--- src/rtl/drum_locator_pkg.sv ---
// shared constants and carrier types for the drum group and angle locator
package drum_locator_pkg;
   // address layout: bits 13:12 pick group 0..3, bits 11:0 angle
   localparam int ADDR_W = 15;
   localparam int ANGLE_W = 12;
   localparam int GROUP_LSB = 12;
   localparam int GROUP_W = 2;
   localparam int BANKS = 4;
   localparam logic [ANGLE_W-1:0] ANGLE_LAST = 12'hfff;
   // interlace select codes: 0 adjacent, 1..5 give 4..64-way
   localparam int SEL_W = 3;
   localparam logic [SEL_W-1:0] SEL_ADJACENT = 3'h0;
   localparam logic [SEL_W-1:0] SEL_MAX = 3'h5;
   localparam int SHIFT_BASE = 1;
   // settling time after a bank switch before a read may probe
   localparam int SETTLE_NS = 32000;
   localparam int CLK_MHZ = 250;
   localparam int SETTLE_CYCLES = SETTLE_NS * CLK_MHZ / 1000;
   // register bus
   localparam int RADDR_W = 8;
   localparam logic [RADDR_W-1:0] REG_CTRL = 8'h00;
   localparam logic [RADDR_W-1:0] REG_STATUS = 8'h04;
   localparam logic [RADDR_W-1:0] REG_INDEX = 8'h08;
   localparam logic [SEL_W-1:0] CTRL_RESET = 3'h0;
   // status field positions
   localparam int ST_GROUP = 0;
   localparam int ST_LOCKOUT = 2;
   localparam int ST_SETTLING = 3;
   localparam int ST_BUSY = 4;
   // pin order inside the synchroniser vector
   localparam int PIN_TICK = 0;
   localparam int PIN_WINDOW = 1;
   localparam int PIN_PHASE0 = 2;
   localparam int PINS = 3;

   typedef struct packed {
      logic ref_req;
      logic rd_req;
      logic wr_req;
      logic [ADDR_W-1:0] addr;
   } drum_req_t;

   typedef struct packed {
      logic wr;
      logic rd;
      logic [RADDR_W-1:0] addr;
      logic [31:0] wdata;
   } reg_req_t;
endpackage : drum_locator_pkg

--- src/rtl/angle_interlace.sv ---
// angular address interlace permutation
`timescale 1ns/10ps
module angle_interlace
   import drum_locator_pkg::*;
(
   input wire logic [ANGLE_W-1:0] angle,
   input wire logic [SEL_W-1:0] sel,
   output logic [ANGLE_W-1:0] mapped
);
   logic [2*ANGLE_W-1:0] doubled;
   logic [3:0] shift;

   ////////////////////////////////////////////////////////////
   // rotate left so every position is reached exactly once
   always_comb
   begin
      doubled = {angle, angle};
      if (sel == SEL_ADJACENT || sel > SEL_MAX)
         shift = 4'h0;
      else
         shift = 4'(sel) + 4'(SHIFT_BASE);
      mapped = doubled[2*ANGLE_W-1-shift -: ANGLE_W];
   end
endmodule : angle_interlace

--- src/rtl/drum_locator.sv ---
// drum head-group selection, read settling and angular locating
// Summary of operation
// - address is 15 bits: group in bits 13:12, angle in the low twelve
// - each reference compares requested group with stored selection; equal keeps it
// - a different group loads the two selection flip-flops
// - selection decodes to exactly one of four head-bank enables
// - the bank enable holds until another group is selected
// - a read needing a bank switch waits about 32 us
// - switched read raises deferred start; no probing while the delay runs
// - a read on the same bank gets an immediate start, no delay
// - writes never wait for settling
// - 12-stage index counter advances one per phase-zero pulse
// - a probe finding count equal to interlaced angle sends a match pulse
// - interlace rotates the angle left two to six bits for 4-way up to 64-way
// - one interlace setting at a time; one setting maps addresses unchanged
// - interlace leaves the group bits alone
// - revolution index pulse when a tick meets the index window
// - after index, next 4096 positions are numbered 0 to 4095
// - after 4096 positions locating idles until the next index
// - locating tracks the drum whether or not a reference runs
// - first phase-zero after index presets the counter to all ones
`timescale 1ns/10ps
module drum_locator
   import drum_locator_pkg::*;
#(
   parameter int SETTLE_LEN = SETTLE_CYCLES
)
(
   input wire logic clk,
   input wire logic rst,
   input wire logic [PINS-1:0] drum_pins,
   input wire drum_req_t req,
   input wire reg_req_t bus,
   output logic [31:0] rdata,
   output logic [BANKS-1:0] bank_enable,
   output logic read_start,
   output logic deferred_read_start,
   output logic match_pulse,
   output logic rev_index_pulse,
   output logic busy
);
   typedef enum logic [1:0] {LOC_DEAD, LOC_PRESET, LOC_ROLL, LOC_COUNT} loc_state_t;
   typedef enum logic [1:0] {ACC_IDLE, ACC_SETTLE, ACC_READ, ACC_WRITE} acc_state_t;

   logic [PINS-1:0] pin_meta;
   logic [PINS-1:0] pin_sync;
   logic [PINS-1:0] pin_last;
   logic [PINS-1:0] pin_rise;
   logic tick;
   logic phase0;
   logic group_sel_bit_one;
   logic group_sel_bit_two;
   logic [GROUP_W-1:0] group_sel;
   logic [GROUP_W-1:0] req_group;
   logic accept;
   logic switch_bank;
   logic [SEL_W-1:0] interlace_sel;
   logic [ANGLE_W-1:0] mapped_angle;
   logic [ANGLE_W-1:0] angular_index_counter;
   logic [31:0] settle_cnt;
   logic probe;
   logic hit;
   loc_state_t loc;
   acc_state_t acc;

   ////////////////////////////////////////////////////////////
   // pin synchronisers, one per drum pin
   genvar g;
   generate
      for (g = 0; g < PINS; g++)
      begin : g_sync
         always_ff @(posedge clk)
         begin
            if (rst)
            begin
               pin_meta[g] <= 1'b0;
               pin_sync[g] <= 1'b0;
               pin_last[g] <= 1'b0;
            end
            else
            begin
               pin_meta[g] <= drum_pins[g];
               pin_sync[g] <= pin_meta[g];
               pin_last[g] <= pin_sync[g];
            end
         end
         assign pin_rise[g] = pin_sync[g] & ~pin_last[g];
      end
   endgenerate

   assign tick = pin_rise[PIN_TICK];
   assign phase0 = pin_rise[PIN_PHASE0];

   ////////////////////////////////////////////////////////////
   // group detection
   assign group_sel = {group_sel_bit_two, group_sel_bit_one};
   assign req_group = req.addr[GROUP_LSB +: GROUP_W];
   // references are taken only while no other one is running
   assign accept = req.ref_req && acc == ACC_IDLE;
   assign switch_bank = req_group != group_sel;

   // selection flip-flops only move on a differing group
   always_ff @(posedge clk)
   begin
      if (rst)
      begin
         group_sel_bit_one <= 1'b0;
         group_sel_bit_two <= 1'b0;
      end
      else if (accept && switch_bank)
      begin
         group_sel_bit_one <= req_group[0];
         group_sel_bit_two <= req_group[1];
      end
   end

   // bank enables kept in step with the selection, one-hot
   always_ff @(posedge clk)
   begin
      if (rst)
         bank_enable <= 4'h1;
      else if (accept && switch_bank)
         bank_enable <= 4'(1) << req_group;
   end

   ////////////////////////////////////////////////////////////
   // interlace of the angle; group bits never enter the mapper
   angle_interlace u_interlace (
      .angle(req.addr[ANGLE_W-1:0]),
      .sel(interlace_sel),
      .mapped(mapped_angle)
   );

   ////////////////////////////////////////////////////////////
   // access sequencing: settle, read, write
   always_ff @(posedge clk)
   begin
      if (rst)
      begin
         acc <= ACC_IDLE;
         settle_cnt <= 32'h0;
      end
      else
      begin
         case (acc)
            ACC_IDLE:
               if (accept && req.wr_req)
                  acc <= ACC_WRITE;
               else if (accept && req.rd_req && switch_bank)
               begin
                  acc <= ACC_SETTLE;
                  settle_cnt <= 32'(SETTLE_LEN - 1);
               end
               else if (accept && req.rd_req)
                  acc <= ACC_READ;
            ACC_SETTLE:
               if (settle_cnt == 32'h0)
                  acc <= ACC_READ;
               else
                  settle_cnt <= settle_cnt - 32'h1;
            ACC_READ, ACC_WRITE:
               if (hit)
                  acc <= ACC_IDLE;
            default:
               acc <= ACC_IDLE;
         endcase
      end
   end

   // start pulses to the access control, one cycle each
   always_ff @(posedge clk)
   begin
      if (rst)
      begin
         read_start <= 1'b0;
         deferred_read_start <= 1'b0;
      end
      else
      begin
         read_start <= accept && req.rd_req && !req.wr_req && !switch_bank;
         deferred_read_start <= accept && req.rd_req && !req.wr_req && switch_bank;
      end
   end

   ////////////////////////////////////////////////////////////
   // probing: only inside the counted span and never while settling
   assign probe = phase0 && loc == LOC_COUNT && (acc == ACC_READ || acc == ACC_WRITE);
   // address held by the master for the whole reference
   assign hit = probe && angular_index_counter == mapped_angle;

   always_ff @(posedge clk)
   begin
      if (rst)
         match_pulse <= 1'b0;
      else
         match_pulse <= hit;
   end

   always_ff @(posedge clk)
   begin
      if (rst)
         busy <= 1'b0;
      else
         busy <= acc != ACC_IDLE || accept;
   end

   ////////////////////////////////////////////////////////////
   // revolution index: tick seen while the window is open
   always_ff @(posedge clk)
   begin
      if (rst)
         rev_index_pulse <= 1'b0;
      else
         rev_index_pulse <= tick && pin_sync[PIN_WINDOW];
   end

   // locating runs free of references; counter keeps moving in dead space
   always_ff @(posedge clk)
   begin
      if (rst)
      begin
         loc <= LOC_DEAD;
         angular_index_counter <= 12'h000;
      end
      else if (tick && pin_sync[PIN_WINDOW])
         loc <= LOC_PRESET;
      else if (phase0)
      begin
         case (loc)
            LOC_PRESET:
            begin
               angular_index_counter <= ANGLE_LAST;
               loc <= LOC_ROLL;
            end
            LOC_ROLL:
            begin
               angular_index_counter <= angular_index_counter + 12'h001;
               loc <= LOC_COUNT;
            end
            LOC_COUNT:
            begin
               angular_index_counter <= angular_index_counter + 12'h001;
               if (angular_index_counter == ANGLE_LAST)
                  loc <= LOC_DEAD;
            end
            LOC_DEAD:
               angular_index_counter <= angular_index_counter + 12'h001;
            default:
               loc <= LOC_DEAD;
         endcase
      end
   end

   ////////////////////////////////////////////////////////////
   // register port; invalid interlace codes are dropped so one setting stays
   always_ff @(posedge clk)
   begin
      if (rst)
         interlace_sel <= CTRL_RESET;
      else if (bus.wr && bus.addr == REG_CTRL && bus.wdata[SEL_W-1:0] <= SEL_MAX)
         interlace_sel <= bus.wdata[SEL_W-1:0];
   end

   // read data stand only in the cycle after the strobe
   always_ff @(posedge clk)
   begin
      if (rst)
         rdata <= 32'h0;
      else if (!bus.rd)
         rdata <= 32'h0;
      else
      begin
         case (bus.addr)
            REG_CTRL: rdata <= 32'(interlace_sel);
            REG_STATUS: rdata <= 32'(group_sel) | (32'(loc != LOC_COUNT) << ST_LOCKOUT)
               | (32'(acc == ACC_SETTLE) << ST_SETTLING) | (32'(acc != ACC_IDLE) << ST_BUSY);
            REG_INDEX: rdata <= 32'(angular_index_counter);
            default: rdata <= 32'h0;
         endcase
      end
   end

   ////////////////////////////////////////////////////////////
   // checks beside the logic
   a_group_hold: assert property (@(posedge clk) disable iff (rst)
      accept && !switch_bank |=> $stable(group_sel))
      else $error("group selection moved on an equal group");

   a_group_load: assert property (@(posedge clk) disable iff (rst)
      accept |=> group_sel == $past(req_group))
      else $error("group selection not loaded");

   a_bank_decode: assert property (@(posedge clk) disable iff (rst)
      bank_enable == 4'(1) << group_sel)
      else $error("bank enable not the decoded group");

   a_bank_steady: assert property (@(posedge clk) disable iff (rst)
      !accept |=> $stable(bank_enable))
      else $error("bank enable changed without a reference");

   a_settle_end: assert property (@(posedge clk) disable iff (rst)
      acc == ACC_SETTLE && settle_cnt == 32'h0 |=> acc == ACC_READ)
      else $error("settle did not end into read");

   a_deferred_read: assert property (@(posedge clk) disable iff (rst)
      accept && req.rd_req && !req.wr_req && switch_bank |=> deferred_read_start && !read_start
      ##1 !match_pulse)
      else $error("switched read not deferred");

   a_settle_quiet: assert property (@(posedge clk) disable iff (rst)
      acc == ACC_SETTLE && settle_cnt != 32'h0 |=> acc == ACC_SETTLE && !match_pulse)
      else $error("probe while settling");

   a_direct_read: assert property (@(posedge clk) disable iff (rst)
      accept && req.rd_req && !req.wr_req && !switch_bank |=> read_start && acc == ACC_READ)
      else $error("same bank read not immediate");

   a_write_direct: assert property (@(posedge clk) disable iff (rst)
      accept && req.wr_req |=> acc == ACC_WRITE)
      else $error("write delayed");

   a_index_step: assert property (@(posedge clk) disable iff (rst)
      phase0 && loc == LOC_COUNT && !tick
      |=> angular_index_counter == $past(angular_index_counter) + 12'h001)
      else $error("index counter did not advance");

   a_match_out: assert property (@(posedge clk) disable iff (rst)
      probe && angular_index_counter == mapped_angle |=> match_pulse ##1 !match_pulse)
      else $error("match pulse missing");

   a_index_pulse: assert property (@(posedge clk) disable iff (rst)
      tick && pin_sync[PIN_WINDOW] |=> rev_index_pulse && loc == LOC_PRESET)
      else $error("index pulse missing");

   a_preset_ones: assert property (@(posedge clk) disable iff (rst)
      phase0 && loc == LOC_PRESET && !tick |=> angular_index_counter == 12'hfff && loc == LOC_ROLL)
      else $error("preset not all ones");

   a_span_end: assert property (@(posedge clk) disable iff (rst)
      phase0 && !tick && loc == LOC_COUNT && angular_index_counter == 12'hfff |=> loc == LOC_DEAD)
      else $error("locating did not stop after 4096");
endmodule : drum_locator

--- config.mk ---
export PLATFORM = sky130hd
export DESIGN_NAME = drum_locator
export DESIGN_NICKNAME = d
export VERILOG_FILES = /design/src/rtl/drum_locator_pkg.sv /design/src/rtl/angle_interlace.sv /design/src/rtl/drum_locator.sv
export SDC_FILE = /design/constraint.sdc
export NUM_CORES = 1
export LEC_CHECK = 0
export ABC_AREA = 1
export BUFFER_PORTS_ARGS = -buffer_cell sky130_fd_sc_hd__buf_2
export CELL_PAD_IN_SITES_DETAIL_PLACEMENT = 2
export CELL_PAD_IN_SITES_GLOBAL_PLACEMENT = 2
export CORE_MARGIN = 5
export CORE_UTILIZATION = 30
export DETAILED_ROUTE_END_ITERATION = 7
export PLACE_DENSITY_LB_ADDON = 0.1
export SLEW_MARGIN = 20
export SYNTH_ARGS = -nofsm -noshare
export SYNTH_HDL_FRONTEND = slang
export SYNTH_SLANG_ARGS = --single-unit
--- constraint.sdc ---
create_clock -name clk -period 3.1 [get_ports clk]
set_input_delay 0.465 -clock clk [delete_from_list [all_inputs] [get_ports clk]]
set_output_delay 0.465 -clock clk [all_outputs]
set_load 0.03 [all_outputs]
== Word level (Yosys, flattened, before mapping) ==
Index checks and enable logic that the tools add are counted.

* Add/subtract/negate cells: 4
* Order comparisons: 2
* Equality and inequality tests: 20
* Shift operators: 2
* Muxes and demuxes: 17
* Bitwise logic cells: 9
* Reductions and logical operators: 38

{| class="wikitable"
|+ Operator list
! kind !! number
|-
| 32-bit two-way mux || 3
|-
| 32-bit one-hot mux with 2 select lines || 1
|-
| 12-bit one-hot mux with 3 select lines || 1
|-
| 35-bit by 33-bit variable part select with 12-bit output || 1
|-
| 32-bit zero test || 1
|-
| 32-bit by 1-bit subtractor with 32-bit output (second input constant) || 1
|-
| 12-bit one-hot mux with 2 select lines || 1
|-
| 1-bit logical AND || 14
|-
| 12-bit by 1-bit adder with 12-bit output (second input constant) || 1
|-
| 12-bit equality test || 1
|-
| 12-bit equality test (second input constant) || 1
|-
| 2-bit two-way mux || 6
|-
| 2-bit one-hot mux with 3 select lines || 2
|-
| 2-bit inequality test (second input constant) || 5
|-
| 3-bit AND reduction || 3
|-
| 2-bit equality test (second input constant) || 4
|-
| 8-bit by 3-bit equality test with 1-bit output (second input constant) || 1
|-
| 8-bit by 4-bit equality test with 1-bit output (second input constant) || 1
|-
| 8-bit zero test || 1
|-
| 2-bit nonzero test || 3
|-
| 2-bit OR reduction || 3
|-
| 5-bit by 4-bit subtractor with 6-bit output (first input constant) || 1
|-
| 4-bit by 5-bit bitwise OR with 5-bit output || 1
|-
| 3-bit by 1-bit adder with 4-bit output (second input constant) || 1
|-
| 23 further kinds || 34
|}

* Flip-flop bits (word level): 102
* Bits of input ports: 65

== Longest topological paths before layout ==
Gate-level depths: netlist of run 1.

* Word-level depth: 9
* Gate-level depth with buffers: 22

== Cells and area by module ==
From an unflattened synthesis of run 1, not the netlist that was laid out.

* Cells, all modules: 825
* Area, all modules: 5186.2 sq um

{| class="wikitable"
|+ Modules (own cells, without submodules)
! module !! instances !! cells an instance !! area each (sq um)
|-
| drum_locator || 1 || 717 || 4613.2
|-
| angle_interlace || 1 || 108 || 573.0
|}

== Worst setup path before layout of run 1 ==
No wires, ideal clock.

* Path type: reg-to-reg
* Start point: register interlace_sel[0]
* End point: register acc[1]
* Setup time: 0.111 ns
* Data arrival time: 2.329 ns
* Data required time: 2.989 ns
* Path slack: 0.661 ns
* Stages on the path, launching flop included: 21
* Buffers on the path: 2
* Clock period less this slack: 2.439 ns
* Cells stage by stage: dfxtp_1 > clkinv_2 > buf_2 > ha_1 > nand2_4 > buf_4 > nand4_1 > nand2_1 > nand2_1 > nand3_1 > nand3_1 > nand3_1 > nand2_1 > nor2_1 > nand2_1 > nor2_1 > nand2_1 > nand2_2 > o31ai_1 > nand2_1 > inv_1

* Word-level cells in the longest chain between the ends: 9
* Elaborated cells between the ends (all ways): 11

{| class="wikitable"
|+ Ends and longest elaborated chain
! what !! line !! text
|-
| start, declared || drum_locator.sv:57 || <nowiki>logic [SEL_W-1:0] interlace_sel;</nowiki>
|-
| start signal, assigned || drum_locator.sv:261 || <nowiki>interlace_sel <= bus.wdata[SEL_W-1:0];</nowiki>
|-
| 3-bit greater-than comparator or 3-bit zero test (tied branches) || angle_interlace.sv:18 || <nowiki>if (sel == SEL_ADJACENT || sel > SEL_MAX)</nowiki>
|-
| 1-bit logical OR || angle_interlace.sv:18 ||
|-
| 4-bit two-way mux * || angle_interlace.sv:18 ||
|-
| 5-bit by 4-bit subtractor with 6-bit output * || angle_interlace.sv:22 || <nowiki>mapped = doubled[2*ANGLE_W-1-shift -: ANGLE_W];</nowiki>
|-
| 35-bit by 33-bit variable part select with 12-bit output * || angle_interlace.sv:22 ||
|-
| 12-bit equality test * || drum_locator.sv:189 || <nowiki>assign hit = probe && angular_index_counter == mapped_angle;</nowiki>
|-
| 1-bit logical AND * || drum_locator.sv:189 ||
|-
| 2-bit inequality test (no line) * || - ||
|-
| 3-bit AND reduction (no line) * || - ||
|-
| end signal, assigned || drum_locator.sv:158 || <nowiki>acc <= ACC_READ;</nowiki>
|-
| end signal, assigned || drum_locator.sv:163 || <nowiki>acc <= ACC_IDLE;</nowiki>
|-
| end signal, assigned || drum_locator.sv:165 || <nowiki>acc <= ACC_IDLE;</nowiki>
|-
| end, declared || drum_locator.sv:64 || <nowiki>acc_state_t acc;</nowiki>
|}

Mark *: on every way between the ends. The rest lies on a longest branch, timed or not.
A chain may end at the register's enable or synchronous reset.

== Final worst setup path of run 1 ==
* Start point: register interlace_sel[1]
* End point: register acc[0]

Same word-level chain as after synthesis.

==> results of run 1 <==
## what timing repair did
action,CTS,global route
setup buffers,0,12
hold endpoints to repair,0,0
gates resized for setup,0,4
setup endpoints to repair,0,3
## state kept, by name, summed over array words and instances, names as in the netlist
signal                 count
settle_cnt                32
pin_meta                   3
busy                       1
group_sel_bit_two          1
angular_index_counter     12
pin_sync                   3
match_pulse                1
acc                        2
rev_index_pulse            1
pin_last                   2
group_sel_bit_one          1
loc                        2
rdata                     12
bank_enable                4
deferred_read_start        1
interlace_sel              3
read_start                 1
## layer usage
| metal | vias up | wire length [um] | GRT usage (%) |
|---|---|---|---|
| met5 | - | 0 | 0 |
| met2 | 35 | 9830 | 36.0 |
| met3 | 20 | 269 | 2.59 |
| met1 | 2624 | 6940 | 18.6 |
| li1 | 2633 | - | - |
| met4 | 0 | 309 | 5.30 |
## critical path, cell delays in order (launching register included)
cell	delay [ps]
dfxtp_1	400
inv_2	90
ha_1	230
nor2_4	170
nand2_8	130
nand3_4	210
buf_4	150
nand3_2	120
nand3_1	150
nand3_1	150
nand3_1	100
nand2_1	60
nor2_1	130
nand2_1	60
nor2_1	90
nand2_1	130
nand2_2	110
nand3_1	80
nand2_1	60
nor2_1	40
## worst max-delay path by stage
stage,start,endpoint,slack (ps),depth (start not counted)
after floorplan,interlace_sel[0],acc[1],660,20
after global placement,interlace_sel[0],acc[1],310,18
after detailed placement,interlace_sel[0],acc[0],180,21
after CTS,interlace_sel[0],acc[0],160,21
after global routing,interlace_sel[1],acc[0],-3,19
final,interlace_sel[1],acc[0],330,19
## placed cells by master (no fill, tap or decap), types with 5 or more instances in the layout
master / synthesis / layout
nand2_2: 13 / 13
buf_4: 21 / 19
o21ai_0: 32 / 32
dfxtp_1: 82 / 81
a21oi_1: 40 / 40
nor2_1: 78 / 78
a31oi_1: 10 / 10
nand3_1: 83 / 83
clkbuf_16: 0 / 9
nand3_2: 11 / 12
xor2_1: 5 / 5
nor4_1: 7 / 7
nand2_1: 151 / 151
conb_1: 1 / 20
nor2_4: 6 / 6
inv_2: 6 / 6
buf_2: 2 / 55
nor3_1: 26 / 26
ha_1: 10 / 10
nand4_1: 30 / 30
inv_1: 96 / 96
## cells by family (layout without fill, tap and decap cells)
kind of cell,count (synthesis),in the layout,share of synthesized area [%]
AO/OA/AOI/OAI,100,100,11.0
AND/OR/NAND/NOR,424,425,40.5
flip-flops,82,82,32.1
XOR/XNOR,5,5,0.857
other,1,20,0.0734
adder cells (fa/ha/maj),10,10,2.45
buffers and inverters,143,198,13.0
## report_power, final
group | internal [mW] | total, mW | switching, mW
clock | 0.651 | 1.11 | 0.458
sequential | 1.24 | 1.39 | 0.157
combinational | 0.533 | 1.73 | 1.20
total | 2.42 | 4.23 | 1.81
## area by class of cell
class | count | area share [%]
multi-input combinational | 560 | 48.6
sequential | 82 | 27.6
timing repair buffer | 75 | 7.21
inverter | 107 | 6.87
tap | 220 | 4.62
clock buffer | 11 | 4.08
clock inverter | 5 | 1.07
==> metrics.txt, run 1 <==
final hold slack=322 ps; Worst-path clk slew=60 ps; Main synth FF type=dfxtp_1; most common cell in the netlist=nand2_1; post-synth cell types=47; Mapped Area=5110 um^2; Final ANT Viol Nets=0; min Tclk post-route=2770 ps; Clock Sinks=82; R2R cell count=19; layout cell share with drive strength beyond 1=17.0%; Post-Place Cell Area=5530 um^2; pre-CTS WS=181 ps; Peak supply drop=0.455 mV; core box area=16,600 um^2; final core occ=35.8%; number of hold buffers added after cts=0; GRT Util Overall=17.8%; crit path max fanout=18; worst hold-check path type=in2reg; Initial Util=30.7%; CP required=3340 ps; final setup vio count=0; clk_lat worst skew=350 ps; Post-synth top cells=151 x nand2_1, 96 x inv_1, 83 x nand3_1, 82 x dfxtp_1, 78 x nor2_1; Power Total=4.23 mW; ys async rst share=0%; CTS buffer count=9; FF+latch area=1640 um^2; min-delay src=drum_pins[1]; CTS tree=built; die height=141 um; Startpoint Class=register; Final Hold Viols=0; Die W=141 um; relative slew slack=54.8%; setup slack after layout=329 ps; area leader, netlist=dfxtp_1; num ports=106; initial antenna violation count=0; vias in the first global route=5,856; P per Cell Area=711 nW/um^2; worst r2r src=interlace_sel[1]; Slew @ Worst Pin=672 ps; # H-tree levels=3; largest net degree at the start of global routing=36; Finished Layout Cells=1,060; synth top area cells=dfxtp_1 32%, nand2_1 11%, nand3_1 8.1%, inv_1 7.1%, nor2_1 5.7%; share of the synthesized area in the top cell type=32.1%; drt wl/cell=16.4 um; Synth-to-Final Area Change=16.6%; critical path capture point type=register; leakage=2.77 nW; Max-Cap Viols=0; die area=19,700 um^2; Initial DRT Pass Iterations=4; dpl hpwl=13.8 mm; Rows=47; WHS Endpoint=pin_meta[1]; Post-synth EDFFs=0; DP Cell Count=1,031; Hold Crit Depth=3; first-pass GRT wire length=28.8 mm; Final Cell Area=5960 um^2; worst reg2reg path endpoint=acc[0]; fin crit share=89.4%; IO Port Bufs=55; total congestion overflow=0; vias per cell=5.01; Ant. Diodes=0; Final GP Congestion=0.792; Seq/Total Area, Yosys=32.1%; Remaining DRCs=0; number of synthesis warnings=0; R2R Setup Slk=330 ps; multi-input logic area=2890 um^2; FMAX=0.361 GHz; setup tns final=0 ps; arrival time at the worst endpoint=3010 ps; routed wire length=17.3 mm; Clock Skew=10.7 ps; total vias in the final route=5,312; starting DRC count in detailed routing=110; Crit Path Category=reg2reg; Mapped Cells=765; Seq cells post-synth=82; Filler cells=2,046; status=completed; mean post-synth cell area=6.68 um^2; Longest Clk Path Bufs=2; CTS root buf=clkbuf_16; Layout Nets=910; Pins Over Slew Limit=0
Power figures use the tool's default switching activity.
==> inputs of run 2 (changes only) <==
--- a/config.mk
+++ b/config.mk
@@ -6,12 +6,13 @@
 export NUM_CORES = 1
 export LEC_CHECK = 0
 export ABC_AREA = 1
-export BUFFER_PORTS_ARGS = -buffer_cell sky130_fd_sc_hd__buf_2
 export CELL_PAD_IN_SITES_DETAIL_PLACEMENT = 2
 export CELL_PAD_IN_SITES_GLOBAL_PLACEMENT = 2
 export CORE_MARGIN = 5
-export CORE_UTILIZATION = 30
+export CORE_UTILIZATION = 25
+export CTS_BUF_LIST = sky130_fd_sc_hd__clkbuf_8
 export DETAILED_ROUTE_END_ITERATION = 7
+export DONT_BUFFER_PORTS = 1
 export PLACE_DENSITY_LB_ADDON = 0.1
 export SLEW_MARGIN = 20
 export SYNTH_ARGS = -nofsm -noshare
==> run 2 against run 1 <==
  * Clock skew rose by 6.4 ps
  * Utilization down 8.4 points
  * Non-clock buffer count down 65
  * Wire length decreased by 1.3%
  * Worst hold slack got worse by 170 ps
  * Critical path type unchanged
  * Critical endpoint is now acc[1]
  * Highest routed layer unchanged
==> metrics.txt, run 2 (same netlist as run 1, synthesis figures left out) <==
status=completed; multi-input logic area=2870 um^2 (-0.65%); Die W=153 um (+8.9%); FMAX=0.364 GHz (+0.81%); largest net degree at the start of global routing=43 (+19%); Top reg by flops=settle_cnt; R2R cell count=21 (+2); largest registers=settle_cnt: 32 flops, angular_index_counter: 12 flops, rdata: 12 flops; CP required=3390 ps (+50 ps); relative slew slack=59.3% (+4.5 points); setup tns final=0 ps (unchanged); CTS root buf=clkbuf_8; starting DRC count in detailed routing=123 (+12%); Longest Clk Path Bufs=2 (unchanged); most common cell after layout, fill and taps aside=nand2_1; Worst-path clk slew=100 ps (+40 ps); num ports=106 (unchanged); layout cell share with drive strength beyond 1=10.1% (-6.9 points); Synth-to-Final Area Change=8.23%; initial antenna violation count=0 (unchanged); Largest register FFs=32 (unchanged); Initial Util=25.3% (-5.4 points); Pins Over Slew Limit=0 (unchanged); setup slack after layout=351 ps (+22.1 ps); P per Cell Area=697 nW/um^2 (-2.0%); Slew @ Worst Pin=605 ps (-67.6 ps); Filler cells=2,483 (+21%); vias in the first global route=5,620 (-4.0%); die area=23,400 um^2 (+19%); crit path max fanout=17 (-1); number of hold buffers added after cts=0 (unchanged); pre-CTS WS=140 ps (-40.8 ps); IO Port Bufs=0 (-100%); FF+latch area=1640 um^2 (unchanged); # H-tree levels=3 (unchanged); Initial DRT Pass Iterations=4 (unchanged); total congestion overflow=0 (unchanged); worst reg2reg path endpoint=acc[1]; CTS buffer count=9 (unchanged); critical path capture point type=register; arrival time at the worst endpoint=3040 ps (+30 ps); Max-Cap Viols=0 (unchanged); dpl hpwl=14.0 mm (+1.3%); first-pass GRT wire length=28.9 mm (+0.53%); Clock Skew=17.1 ps (+6.40 ps); Rows=52 (+11%); worst r2r src=interlace_sel[0]; Final Hold Viols=0 (unchanged); die height=153 um (+8.9%); GRT Util Overall=14.9% (-2.9 points); most frequent cells in the layout=151 x nand2_1, 96 x inv_1, 83 x nand3_1, 81 x dfxtp_1, 78 x nor2_1; fin crit share=88.7% (-0.71 points); R2R Setup Slk=350 ps (+20 ps); clk_lat worst skew=380 ps (+30 ps); leakage=2.43 nW (-12%); Ant. Diodes=0 (unchanged); routed wire length=17.1 mm (-1.3%); Layout Nets=844 (-7.3%); Crit Path Category=reg2reg; final hold slack=150 ps (-172 ps); Remaining DRCs=0 (unchanged); final setup vio count=0 (unchanged); min Tclk post-route=2750 ps (-22.1 ps); total vias in the final route=5,013 (-5.6%); drt wl/cell=16.4 um (+0.16%); RSZ-0062 raised after global routing=no; worst hold-check path type=in2reg; Final ANT Viol Nets=0 (unchanged); Startpoint Class=register; Peak supply drop=0.314 mV (-31%); WHS Endpoint=settle_cnt[11]; Clock Sinks=82 (unchanged); core box area=20,200 um^2 (+21%); CTS tree=built; vias per cell=4.80 (-4.2%); min-delay src=rst; Final GP Congestion=0.810 (+2.3%); Hold Crit Depth=1 (-2)
## run 2: cell count changes in the layout (fill, tap and decap cells not counted), moves of 2 or more
cell / before / now
buf_2: 55 / 0
clkinv_4: 3 / 1
clkbuf_8: 1 / 9
clkbuf_16: 9 / 0
buf_4: 19 / 10
inv_6: 1 / 3
inv_8: 0 / 3
## run 2: final cells by class
type / instances / share of cell area, %
repair buffers: 10 / 1.36
multi-input cells: 559 / 52.0
inverters: 107 / 7.44
clock inverters: 7 / 1.18
flip-flops and latches: 82 / 29.7
well taps: 270 / 6.11
clock buffers: 9 / 2.24
## run 2: metal layers
metal / vias up / track usage [%] / share of wire [%]
met5: - / 0 / 0
met1: 2454 / 15.8 / 40
li1: 2495 / - / -
met4: 0 / 4.58 / 2.2
met2: 37 / 29.8 / 56
met3: 27 / 2.63 / 1.8
## run 2: stage by stage
stage	instance area [um^2]	utilization [%]	power, mW	instances
detailed placement	5310	26.3	3.13	1024
global placement	5310	26.3	3.07	1024
finish	5530	27.4	3.85	1044
global route	5530	27.4	4.23	1044
CTS	5490	27.2	3.95	1040
floorplan	5180	-	2.68	784
## run 2: what timing repair did
action                                  CTS  global route
resized for setup                         0             3
hold endpoints to repair                  0             0
buffers inserted                          0             4
endpoints found under the setup margin    0             3
## run 2: worst max-delay path: stages (launching register included)
cell	delay, ps
dfxtp_2	360
clkinv_2	60
buf_4	230
nand2_2	90
nand2_4	210
nand3_4	240
nand2_1	220
nand3_1	120
nand3_1	140
nand2_1	70
nand2_1	90
nand2_1	70
nand2_1	60
nand2_1	50
nor2_1	110
nand2_1	60
nor2_1	80
nand2_1	120
nand2_2	100
o31ai_1	70
nand2_1	90
inv_1	30
## run 2: worst max-delay path by stage
stage                     start  endpoint  slack, ps  cells after the start
3_3_place_gp   interlace_sel[0]    acc[1]        230                     18
6_report       interlace_sel[0]    acc[1]        350                     21
5_1_grt        interlace_sel[0]    acc[1]          9                     21
2_1_floorplan  interlace_sel[0]    acc[1]        660                     20
4_1_cts        interlace_sel[0]    acc[1]        140                     18
3_5_place_dp   interlace_sel[0]    acc[1]        140                     18
## run 2: report_power, final
part           total, mW  internal [mW]  switching, mW  leakage [nW]
combinational       1.65          0.508           1.14          1.67
clock              0.785          0.312          0.473        0.0947
sequential          1.42           1.24          0.182         0.667
total               3.85           2.06           1.80          2.43
==> inputs of run 3 (changes only) <==
==> constraint.sdc (replaced) <==
create_clock -name clk -period 2.2 [get_ports clk]
set_input_delay 0.33 -clock clk [delete_from_list [all_inputs] [get_ports clk]]
set_output_delay 0.33 -clock clk [all_outputs]
set_load 0.03 [all_outputs]
==> run 3 against run 2 <==
  * The run now ends with setup timing left
  * Die area unchanged
  * Wire length up 14%
  * Sequential power up 38%
==> metrics.txt, run 3 (same netlist as run 1, synthesis figures left out) <==
Clock Sinks=82 (unchanged); CTS buffer count=9 (unchanged); setup slack after layout=-254 ps (-605 ps); Clock Skew=18.7 ps (+1.59 ps); IO Port Bufs=0 (unchanged); # H-tree levels=3 (unchanged); Final GP Congestion=0.804 (-0.72%); vias per cell=4.73 (-1.4%); relative slew slack=58.4% (-0.92 points); drt wl/cell=17.1 um (+4.6%); largest net degree at the start of global routing=27 (-37%); final setup vio count=3 (+3); Die W=153 um (unchanged); Final Cell Area=6870 um^2 (+24%); Initial Util=25.3% (unchanged); Pins Over Slew Limit=0 (unchanged); Slew @ Worst Pin=622 ps (+17.4 ps); Synth-to-Final Area Change=34.4%; Largest register FFs=32 (unchanged); Max-Cap Viols=0 (unchanged); FMAX=0.408 GHz (+12%); Initial DRT Pass Iterations=4 (unchanged); CP required=2490 ps (-900 ps); setup tns final=-694 ps (-694 ps); Rows=52 (unchanged); Filler cells=2,389 (-3.8%); Longest Clk Path Bufs=2 (unchanged); FF+latch area=1650 um^2 (+0.53%); layout cell share with drive strength beyond 1=30.4% (+20 points); Post-Place Cell Area=5930 um^2 (+12%); die height=153 um (unchanged); crit path max fanout=7 (-10); fin crit share=112% (+23 points); Layout Nets=936 (+11%); clk_lat worst skew=390 ps (about the same); most frequent cell on the critical path=nand2_2; Ant. Diodes=0 (unchanged); RSZ-0062 raised after global routing=yes; Finished Layout Cells=1,136 (+8.8%); Final ANT Viol Nets=0 (unchanged); total congestion overflow=0 (unchanged); first-pass GRT wire length=31.3 mm (+8.1%); Slowest-stage cell, CP=dfxtp_2; most frequent cells in the layout=124 x nand2_1, 93 x inv_1, 88 x buf_4, 76 x dfxtp_1, 68 x nor2_1; crit-path max cell delay=340 ps (-20 ps); total vias in the final route=5,376 (+7.2%); DP Cell Count=1,098 (+7.2%); starting DRC count in detailed routing=107 (-13%); critical path capture point type=register; core box area=20,200 um^2 (unchanged); min Tclk post-route=2450 ps (-295 ps); initial antenna violation count=0 (unchanged); Worst-path clk slew=100 ps (about the same); P per Cell Area=1010 nW/um^2 (+46%); GRT Util Overall=16.6% (+1.7 points); Final Hold Viols=0 (unchanged); CP cell instances=inv_4 > ha_4 > nor2_4 > nand2_4 > buf_6 > nand3_4 > nand2_2 > nand2_1 > nand2_2 > nand2_2 > nand2_2 > nand3_1 > nand3_2 > nand2_2 > nor2_2 > nand2_1 > nor2_2 > nand2_2 > nand2_2 > o31ai_1 > nand2_1 > inv_1; die area=23,400 um^2 (unchanged); routed wire length=19.5 mm (+14%); Top reg by flops=settle_cnt; dpl hpwl=15.0 mm (+7.3%); failing checks=setup timing; status=finished with violations; Crit Path Category=reg2reg; leakage=3.07 nW (+26%); CTS tree=built; arrival time at the worst endpoint=2750 ps (-290 ps); Startpoint Class=register; CTS root buf=clkbuf_8; Peak supply drop=0.604 mV (+92%); most common cell after layout, fill and taps aside=nand2_1; largest registers=settle_cnt: 32 flops, angular_index_counter: 12 flops, rdata: 12 flops; worst hold-check path type=in2reg; num ports=106 (unchanged); multi-input logic area=3380 um^2 (+18%); vias in the first global route=5,917 (+5.3%); Remaining DRCs=0 (unchanged)
[run 3: final timing paths]
kind	endpoint	startpoint	slack, ps	cells past startpoint
hold reg to reg	pin_sync[0]	pin_meta[0]	410	2
hold / removal	interlace_sel[1]	rst	30	1
setup / recovery	acc[1]	interlace_sel[1]	-250	22
setup reg to reg	acc[1]	interlace_sel[1]	-250	22
[run 3: layer usage]
layer | global-route usage [%] | wire, um
met5 | 0 | 0
met2 | 33.6 | 11200
met3 | 2.40 | 260
met4 | 3.78 | 190
met1 | 18.1 | 7880
[run 3: area by class of cell]
class / count / area share [%]
clock buffer: 9 / 1.80
tap: 270 / 4.92
sequential: 82 / 24.1
timing repair buffer: 101 / 12.4
clock inverter: 7 / 1.51
multi-input combinational: 560 / 49.2
inverter: 107 / 6.12
[run 3: stage by stage]
step | util, % | hold WS, ps | worst slack [ps] | total power, mW
final | 34.0 | 29.1 | -254 | 6.96
after global routing | 34.0 | 8.28 | -430 | 7.52
after CTS | 33.1 | 9.00 | -245 | 6.77
after detailed placement | 29.4 | 401 | -433 | 4.97
after global placement | 29.4 | 392 | -289 | 4.86
after floorplan | - | 388 | 18.0 | 3.78
[run 3: where the power goes]
group | total (mW) | switching, mW | internal [mW]
logic | 3.69 | 2.25 | 1.44
clock network | 1.32 | 0.656 | 0.660
registers | 1.96 | 0.218 | 1.74
total | 6.96 | 3.12 | 3.84
[run 3: worst max-delay path: cells and delay by family, from the launching register on]
| family | cells | cell delay, ps |
|---|---|---|
| AOI/OAI and AO/OA | 1 | 70 |
| adders and majority gates | 1 | 150 |
| buffers and inverters | 3 | 250 |
| DFF | 1 | 340 |
| and+or+nand+nor | 17 | 1540 |
[run 3: timing repair]
item,in CTS,in global routing
resized for setup,88,49
hold endpoints to repair,26,0
gates cloned,2,0
setup endpoints to repair,26,26
buffers inserted,12,7
pin swaps,24,37
hold buffers,3,0
